## src/design/astcs_pkg.sv

```systemverilog
/*
  astcs_pkg: shared constants and types for the sample timing and
  colour select block and its timing controller.
  assumes: one system clock of CLK_HZ; both ends import this package.
*/
package astcs_pkg;
  localparam int unsigned CLK_HZ = 40_000_000;
  localparam int unsigned MCLK_MAX_HZ = 12_000_000;
  localparam int unsigned SYNC_MAX_HZ = 6_000_000;
  localparam logic [7:0] MCLK_DIV_MIN = 8'((CLK_HZ + MCLK_MAX_HZ - 1) / MCLK_MAX_HZ);
  localparam logic [7:0] MCLK_DIV_RST = MCLK_DIV_MIN;

  // device configuration addresses and reset values
  localparam logic [5:0] A_SETUP1 = 6'h01;
  localparam logic [5:0] A_SETUP3 = 6'h03;
  localparam logic [5:0] A_ACYC_RST = 6'h05;
  localparam logic [5:0] A_SETUP4 = 6'h06;
  localparam logic [5:0] A_SETUP5 = 6'h08;
  localparam logic [5:0] A_SETUP6 = 6'h09;
  localparam logic [7:0] SETUP1_RST = 8'h03;
  localparam logic [7:0] SETUP3_RST = 8'h1F;
  localparam logic [7:0] SETUP4_RST = 8'h00;
  localparam logic [7:0] SETUP5_RST = 8'h00;
  localparam logic [7:0] SETUP6_RST = 8'h00;

  // field positions
  localparam int S1_EN = 0;
  localparam int S1_CDS = 1;
  localparam int S1_MONO = 2;
  localparam int S1_SELPWR = 3;
  localparam int S1_MAXSPD = 6;
  localparam int S3_INSEL = 6;
  localparam int S3_CDSREF = 4;
  localparam int S4_LINE = 0;
  localparam int S4_ACYC = 1;
  localparam int S4_FORCE = 2;
  localparam int S4_INTSEL = 4;
  localparam int S4_FORCESEL = 6;
  localparam int S5_DET = 0;
  localparam int S5_DEL = 1;
  localparam int S5_POS = 4;

  // setup register 1 values per mode
  localparam logic [7:0] S1_M1_CDS = 8'h03;
  localparam logic [7:0] S1_M1_NOCDS = 8'h01;
  localparam logic [7:0] S1_M2_CDS = 8'h07;
  localparam logic [7:0] S1_M2_NOCDS = 8'h05;
  localparam logic [7:0] S1_M4 = 8'h45;

  // mclk to sync ratios
  localparam logic [7:0] RATIO_M12 = 8'h06;
  localparam logic [7:0] RATIO_M3 = 8'h03;
  localparam logic [7:0] RATIO_M4 = 8'h02;
  localparam logic [6:0] SLOW_N_MIN = 7'h04;

  // controller APB map (byte addresses)
  localparam logic [7:0] R_CTRL = 8'h00;
  localparam logic [7:0] R_DIV = 8'h04;
  localparam logic [7:0] R_MODE = 8'h08;
  localparam logic [7:0] R_CFG = 8'h0C;
  localparam logic [7:0] R_ACYC = 8'h10;
  localparam logic [7:0] R_STAT = 8'h14;

  typedef enum logic [1:0] {
    COL_RED = 2'h0,
    COL_GREEN = 2'h1,
    COL_BLUE = 2'h2
  } astcs_colour_t;
endpackage

```

## src/design/astcs_link_if.sv

```systemverilog
/*
  astcs_link_if: wires between the timing controller and the device.
  assumes: every signal is a plain level on i_clk_sys; no clocking block.
*/
interface astcs_link_if;
  logic mclk_en;
  logic pixel_sync;
  logic autocycle_pulse_pin;
  logic cfg_wr;
  logic [5:0] cfg_addr;
  logic [7:0] cfg_data;
  logic sample;
  modport dev (input mclk_en, pixel_sync, autocycle_pulse_pin, cfg_wr, cfg_addr, cfg_data,
    output sample);
  modport ctl (output mclk_en, pixel_sync, autocycle_pulse_pin, cfg_wr, cfg_addr, cfg_data,
    input sample);
endinterface

```

## src/design/astcs_device.sv

```systemverilog
/*
  astcs_device: sample timing, power-down and colour multiplexer control.
  assumes: mclk_en marks one master clock rising edge per pulse; pins
  pixel_sync and autocycle_pulse_pin come from outside and are synchronised.
*/
module astcs_device
  import astcs_pkg::*;
(
  input wire logic i_clk_sys,
  input wire logic i_reset_n,
  astcs_link_if.dev link,
  output logic o_sample,
  output logic [2:0] o_sample_inputs,
  output logic [3:0] o_block_en,
  output logic [2:0] o_chan_en,
  output logic o_mono,
  output logic o_cds,
  output logic o_max_speed,
  output logic [1:0] o_input_sel,
  output logic [1:0] o_coef_sel,
  output logic [7:0] o_setup3
);
  import astcs_pkg::*;

  typedef struct packed {
    logic [7:0] setup1;
    logic [7:0] setup3;
    logic [7:0] setup4;
    logic [7:0] setup5;
    logic [7:0] setup6;
    logic [1:0] ps_sync;
    logic [1:0] ac_sync;
    logic ps_prev;
    logic ac_prev;
    logic int_pulse;
    logic [2:0] dly_cnt;
    logic dly_busy;
    logic [1:0] cycle_col;
    logic sample;
    logic [2:0] sample_inputs;
  } astcs_dev_state_t;

  astcs_dev_state_t st_r;
  astcs_dev_state_t st_nxt;

  function automatic logic [2:0] one_hot_col(input logic [1:0] c);
    one_hot_col = (c == 2'(COL_GREEN)) ? 3'h2 : (c == 2'(COL_BLUE)) ? 3'h4 : 3'h1;
  endfunction

  function automatic logic [1:0] next_col(input logic [1:0] c);
    unique case (c)
      2'(COL_RED): next_col = 2'(COL_GREEN);
      2'(COL_GREEN): next_col = 2'(COL_BLUE);
      default: next_col = 2'(COL_RED);
    endcase
  endfunction

  logic line_mode;
  logic acyc_sel;
  logic force_mux;
  logic mono_eff;
  logic power_any;
  logic ps_now;
  logic sync_edge;
  logic ext_fall;
  logic sync_src;
  logic ac_rise;

  always_comb begin
    line_mode = st_r.setup4[S4_LINE];
    acyc_sel = st_r.setup4[S4_ACYC];
    force_mux = st_r.setup4[S4_FORCE];
    mono_eff = st_r.setup1[S1_MONO] | line_mode;
    ps_now = st_r.ps_sync[1];
    // edge chosen by edge_polarity_select: 1 rising, 0 falling
    sync_edge = st_r.setup5[S5_POS] ? (ps_now & ~st_r.ps_prev)
                                    : (~ps_now & st_r.ps_prev);
    ext_fall = st_r.ps_prev & ~ps_now;
    // internal pulse replaces the pin pulse when detection is on
    sync_src = st_r.setup5[S5_DET] ? (st_r.int_pulse & link.mclk_en) : ext_fall;
    ac_rise = st_r.ac_sync[1] & ~st_r.ac_prev;
  end

  always_comb begin
    st_nxt = st_r;
    st_nxt.sample = 1'b0;
    // only the second stage of each synchroniser is read by logic
    st_nxt.ps_sync = {st_r.ps_sync[0], link.pixel_sync};
    st_nxt.ac_sync = {st_r.ac_sync[0], link.autocycle_pulse_pin};
    // config port stays live in every power-down state
    if (link.cfg_wr) begin
      unique case (link.cfg_addr)
        A_SETUP1: st_nxt.setup1 = link.cfg_data;
        A_SETUP3: st_nxt.setup3 = link.cfg_data;
        A_SETUP4: st_nxt.setup4 = link.cfg_data;
        A_SETUP5: st_nxt.setup5 = {3'h0, link.cfg_data[4:0]};
        A_SETUP6: st_nxt.setup6 = {4'h0, link.cfg_data[3:0]};
        A_ACYC_RST: st_nxt.cycle_col = 2'(COL_RED);
        default: st_nxt = st_nxt;
      endcase
    end
    if (link.mclk_en) begin
      st_nxt.ps_prev = ps_now;
      st_nxt.ac_prev = st_r.ac_sync[1];
      // internal pulse lasts one mclk period
      if (st_r.int_pulse) begin
        st_nxt.int_pulse = 1'b0;
      end
      if (st_r.dly_busy) begin
        if (st_r.dly_cnt == 3'h1) begin
          st_nxt.dly_busy = 1'b0;
          st_nxt.int_pulse = 1'b1;
        end
        st_nxt.dly_cnt = st_r.dly_cnt - 3'h1;
      end
      if (st_r.setup5[S5_DET] && sync_edge) begin
        // zero delay: the pulse starts at the detecting edge
        if (st_r.setup5[S5_DEL +: 3] == 3'h0) begin
          st_nxt.int_pulse = 1'b1;
        end else begin
          st_nxt.dly_cnt = st_r.setup5[S5_DEL +: 3];
          st_nxt.dly_busy = 1'b1;
        end
      end
      // sample on this mclk edge, the first after the pulse ended
      if (sync_src && power_any) begin
        st_nxt.sample = 1'b1;
        if (!mono_eff) begin
          st_nxt.sample_inputs = 3'h7;
        end else if (line_mode) begin
          st_nxt.sample_inputs = one_hot_col(o_input_sel);
        end else begin
          st_nxt.sample_inputs = one_hot_col(st_r.setup3[S3_INSEL +: 2]);
        end
      end
      // advance once per high pulse, in fixed colour order
      if (line_mode && acyc_sel && ac_rise) begin
        st_nxt.cycle_col = next_col(st_r.cycle_col);
      end
    end
    if (!st_r.setup5[S5_DET]) begin
      st_nxt.int_pulse = 1'b0;
      st_nxt.dly_busy = 1'b0;
    end
  end

  always_ff @(posedge i_clk_sys) begin
    if (!i_reset_n) begin
      st_r <= '0;
      st_r.setup1 <= SETUP1_RST;
      st_r.setup3 <= SETUP3_RST;
      st_r.setup4 <= SETUP4_RST;
      st_r.setup5 <= SETUP5_RST;
      st_r.setup6 <= SETUP6_RST;
      st_r.cycle_col <= 2'(COL_RED);
    end else begin
      st_r <= st_nxt;
    end
  end

  always_comb begin
    // selective mode ignores the global enable
    if (st_r.setup1[S1_SELPWR]) begin
      o_block_en = ~st_r.setup6[3:0];
    end else begin
      o_block_en = {4{st_r.setup1[S1_EN]}};
    end
    power_any = |o_block_en;
    o_chan_en[0] = power_any;
    o_chan_en[1] = power_any & ~line_mode;
    o_chan_en[2] = power_any & ~line_mode;
    // source selection: force_mux_enable, autocycle_select
    unique case ({force_mux, acyc_sel})
      2'b00: begin
        o_input_sel = st_r.setup4[S4_INTSEL +: 2];
        o_coef_sel = st_r.setup4[S4_INTSEL +: 2];
      end
      2'b01: begin
        o_input_sel = st_r.cycle_col;
        o_coef_sel = st_r.cycle_col;
      end
      2'b10: begin
        o_input_sel = st_r.setup4[S4_FORCESEL +: 2];
        o_coef_sel = st_r.setup4[S4_INTSEL +: 2];
      end
      2'b11: begin
        o_input_sel = st_r.setup4[S4_FORCESEL +: 2];
        o_coef_sel = st_r.cycle_col;
      end
    endcase
    if (!line_mode) begin
      o_input_sel = st_r.setup3[S3_INSEL +: 2];
      o_coef_sel = st_r.setup3[S3_INSEL +: 2];
    end
  end

  assign o_sample = st_r.sample;
  assign o_sample_inputs = st_r.sample_inputs;
  assign o_mono = mono_eff;
  assign o_cds = st_r.setup1[S1_CDS];
  assign o_max_speed = st_r.setup1[S1_MAXSPD];
  assign o_setup3 = st_r.setup3;
  assign link.sample = st_r.sample;
endmodule

```

## src/flat_wrapper.sv

```systemverilog
// flat-port wrapper written by rule: the top's interface ports become plain ports
module astcs_device_flat import astcs_pkg::*;
  (i_clk_sys, i_reset_n, o_sample, o_sample_inputs, o_block_en, o_chan_en, o_mono, o_cds, o_max_speed, o_input_sel, o_coef_sel, o_setup3, link_mclk_en, link_pixel_sync, link_autocycle_pulse_pin, link_cfg_wr, link_cfg_addr, link_cfg_data, link_sample);
  astcs_link_if link_i ();
  input wire logic i_clk_sys;
  input wire logic i_reset_n;
  output logic o_sample;
  output logic [2:0] o_sample_inputs;
  output logic [3:0] o_block_en;
  output logic [2:0] o_chan_en;
  output logic o_mono;
  output logic o_cds;
  output logic o_max_speed;
  output logic [1:0] o_input_sel;
  output logic [1:0] o_coef_sel;
  output logic [7:0] o_setup3;
  input wire logic [$bits(link_i.mclk_en)-1:0] link_mclk_en;
  input wire logic [$bits(link_i.pixel_sync)-1:0] link_pixel_sync;
  input wire logic [$bits(link_i.autocycle_pulse_pin)-1:0] link_autocycle_pulse_pin;
  input wire logic [$bits(link_i.cfg_wr)-1:0] link_cfg_wr;
  input wire logic [$bits(link_i.cfg_addr)-1:0] link_cfg_addr;
  input wire logic [$bits(link_i.cfg_data)-1:0] link_cfg_data;
  output wire logic [$bits(link_i.sample)-1:0] link_sample;
  assign link_i.mclk_en = link_mclk_en;
  assign link_i.pixel_sync = link_pixel_sync;
  assign link_i.autocycle_pulse_pin = link_autocycle_pulse_pin;
  assign link_i.cfg_wr = link_cfg_wr;
  assign link_i.cfg_addr = link_cfg_addr;
  assign link_i.cfg_data = link_cfg_data;
  assign link_sample = link_i.sample;
  astcs_device u_core (.i_clk_sys(i_clk_sys), .i_reset_n(i_reset_n), .link(link_i), .o_sample(o_sample), .o_sample_inputs(o_sample_inputs), .o_block_en(o_block_en), .o_chan_en(o_chan_en), .o_mono(o_mono), .o_cds(o_cds), .o_max_speed(o_max_speed), .o_input_sel(o_input_sel), .o_coef_sel(o_coef_sel), .o_setup3(o_setup3));
endmodule
```

## config.mk

```make
export PLATFORM = sky130hd
export DESIGN_NAME = astcs_device_flat
export DESIGN_NICKNAME = d
export VERILOG_FILES = /design/src/design/astcs_pkg.sv /design/src/design/astcs_link_if.sv /design/src/design/astcs_device.sv /design/src/flat_wrapper.sv
export SDC_FILE = /design/constraint.sdc
export NUM_CORES = 1
export LEC_CHECK = 0
export ABC_AREA = 0
export BUFFER_PORTS_ARGS = -buffer_cell sky130_fd_sc_hd__buf_4
export CAP_MARGIN = 20
export CORE_AREA = 2 2 79 81
export DETAILED_ROUTE_END_ITERATION = 10
export DIE_AREA = 0 0 81 83
export GPL_TIMING_DRIVEN = 0
export PLACE_DENSITY = 0.66
export SLEW_MARGIN = 10
export SYNTH_ARGS = -nofsm -noshare
export SYNTH_HDL_FRONTEND = slang
export SYNTH_SLANG_ARGS = --single-unit
```

## constraint.sdc

```tcl
create_clock -name i_clk_sys -period 5.75 [get_ports i_clk_sys]
set_clock_uncertainty 0.1 [all_clocks]
set_input_delay 0.2875 -clock i_clk_sys [delete_from_list [all_inputs] [get_ports i_clk_sys]]
set_output_delay 0.2875 -clock i_clk_sys [all_outputs]
set_load 0.05 [all_outputs]
```

==> impl_metrics.tcl <==
set metrics [dict create \
    pwr-share-seq_pct 52.9 \
    final_common_cell "buf_4" \
    setup_viol 0 \
    routed_wl_microns 4880 \
    drt_iter0_drc 53 \
    clkSlewWorstSetupHoldPaths_ps 80 \
    drc_errors 0 \
    htree_levels 2 \
    p_per_area_nw_per_um2 218.8 \
    wl_met2_microns 2303 \
    outcome "complete, no violations" \
    cpPeakStageDelay_ps 520 \
    row_count 28 \
    place_worst_setup_slack_ps 3611 \
    post-route-period-util_pct 39.42 \
    cts_root_buf "clkbuf_8" \
    globalplace.congestion 0.7851 \
    fillCellCount 598 \
    clockBufferDepth 2 \
    wire_per_inst_microns 13.15 \
    worstPathRequired_ps 5360 \
    post_cts_buffers 0 \
    p_sw_mw 0.1408 \
    pwr-share-comb_pct 7.4 \
    rsz0062_at_grt "no" \
    synth_seq_cells 46 \
    fmax_mhz 441.2 \
    finalHoldViolations 0 \
    syn_nets 270 \
    grt_use_total_pct 15.58 \
    internal_power_mw 0.4724 \
    most-common-layout-cells "buf_4, dfxtp_1, mux2i_1, nand2_1, nor2b_1" \
    cp_max_fo 6 \
    setup_slack_ps 3483 \
    coreArea_sq_um 5816 \
    grt.overflow.total 0 \
    route.met3.wl_microns 205 \
    period_needed_ps 2267 \
    worstSetupStartpointType "flop" \
    synth_edf_count 0 \
    grt_pass1_wl_microns 8286 \
    worstPathCellList "and3_1 > a31oi_1 > nor2b_1 > buf_4 > buf_4" \
    ys_types 39 \
    initial_core_util_pct 38.96 \
    top_layer "met4" \
    hpwlAfterDp_microns 3636 \
    die_x_microns 81 \
    worstHoldPathType "input port to flop" \
    synthCells 244 \
    ir_drop_mv 0.1246 \
    swShare_pct 22.96 \
    area_growth_pct 23.69 \
    syn_area_sq_um 2266 \
    yosys_warnings 0 \
    fin_setup_tns_ps 0 \
    cts-resized-gates 0 \
    crit_arrival_ps 1880 \
    layout-drive-gt1-share_pct 26.69 \
    drtAntennaViolNets 0 \
    cp_common_cell "buf_4" \
    design.die.area_sq_um 6723 \
    end_kind "primary output" \
    drt-met1-wl_microns 2327 \
    antenna-diode-count 0 \
    cts_tree "done" \
    maxSlewViolCount 0 \
    p_clk_share_pct 39.7 \
    drv_cap 0 \
    ys_seq_area_share_pct 40.64 \
    slowest_stage "a31oi_1" \
    grt_start_max_net_pins 16 \
    firstDrtPassIters 4 \
    hold_buffers 0 \
    via_per_inst 4.873 \
    grt_pass1_vias 1711 \
    synth_flop_cell "dfxtp_1" \
    path_class "flop to primary output" \
    cts_made_buffers 5 \
    crit_buf_inv 2 \
    vias 1808 \
    ios 47 \
    p_leak_nw 1.177 \
    io_buffers 44 \
    nNetsFinal 321 \
    clock-sinks 46 \
    total_power_mw 0.6132 \
    slew_headroom_pct 44.30 \
    tightest_slew_ps 828.5 \
    worst_skew_pair.late_latency_ps 310 \
    die_h_microns 83 \
    crit_family "compound AO/OA/AOI/OAI gates" \
    synthArstFlopShare_pct 0 \
    postSynthAreaPerCell_sq_um 9.287 \
    antenna_found_initial 0 \
]
==> routing by layer <==
metal | vias up | track usage, %
met5 | - | 0
met4 | 0 | 3.236
met3 | 5 | 4.348
met2 | 34 | 24.42
met1 | 837 | 21.30
li1 | 932 | -
==> power by group through the flow <==
stage,Clock [mW],Combinational (mW),Sequential (mW)
after detailed placement,0,0.0454,0.332
after CTS,0.250,0.0456,0.325
after global placement,0,0.0447,0.332
final,0.243,0.0453,0.324
after global routing,0.263,0.0497,0.325
after floorplan,0,0.0239,0.332
==> registers in the layout, summed over array words and instances, names as in the netlist <==
name                    count
u_core.o_setup3             8
u_core.force_mux            1
u_core.line_mode            1
u_core.o_cds                1
u_core.o_max_speed          1
u_core.st_r                28
u_core.ps_now               1
u_core.o_sample_inputs      3
u_core.acyc_sel             1
u_core.link.sample          1
==> layout make-up <==
| class | instances | area, sq um | area share, % |
|---|---|---|---|
| well taps | 75 | 93.84 | 3.348 |
| repair buffers | 44 | 330.3 | 11.79 |
| clock inverters | 3 | 43.79 | 1.562 |
| plain buffers | 27 | 170.2 | 6.071 |
| clock buffers | 5 | 68.82 | 2.455 |
| flip-flops and latches | 46 | 920.9 | 32.86 |
| inverters | 8 | 30.03 | 1.071 |
| multi-input cells | 163 | 1145 | 40.85 |
==> cell families (layout without fill, tap and decap cells) <==
kind of cell	count (synthesis)	in the layout	synth area share [%]
muxes	33	33	14.63
xor gates and xnor gates	1	1	0.3866
buffers and inverters	35	87	8.835
and+or+nand+nor	87	87	22.09
DFF	46	46	40.64
adders and majority gates	6	6	3.313
AOI/OAI and AO/OA	36	36	10.11
==> synth_stat cells (all sizes together) (2+ instances only) <==
library cell	count	area, sq um
buf	17	132.6
nor2	5	18.77
nand2b	3	18.77
a31oi	4	25.02
or4b	3	37.54
dfxtp	46	920.9
and3	3	18.77
clkbuf	10	37.54
nand2	26	97.59
ha	6	75.07
nor2b	20	125.1
inv	8	30.03
and2	5	31.28
o211a	3	30.03
a31o	2	17.52
or2	2	12.51
a21oi	4	20.02
nand3	11	55.05
o21ai	15	75.07
nand3b	2	15.01
mux2i	32	320.3
o22ai	3	18.77
==> worst reg2reg max path, cell delays in order (launching register included) <==
cell	delay (ps)
dfxtp_1	440
clkbuf_1	410
mux2i_1	300
inv_1	90
ha_1	280
mux2i_1	160
nand3_1	100
o211a_1	170
==> worst paths after layout <==
kind	end	start	cells past startpoint	slack (ps)
min reg2reg	u_core.st_r[14]	u_core.st_r[13]	1	340
max reg2reg	u_core.o_sample_inputs[0]	u_core.line_mode	7	3600
min	u_core.st_r[13]	link_autocycle_pulse_pin	2	100
max	o_chan_en[2]	u_core.st_r[19]	5	3480
==> stage by stage <==
stage / instances / hold slack [ps] / utilization, % / cell area (sq um)
after global routing: 371 / 85.77 / 48.19 / 2803
after CTS: 371 / 91.89 / 48.19 / 2803
after global placement: 363 / 321.4 / 46.26 / 2690
after detailed placement: 363 / 326.5 / 46.26 / 2690
after floorplan: 244 / 311.9 / - / 2266
final: 371 / 98.12 / 48.19 / 2803
No activity file was read; power rests on OpenSTA's default activity.
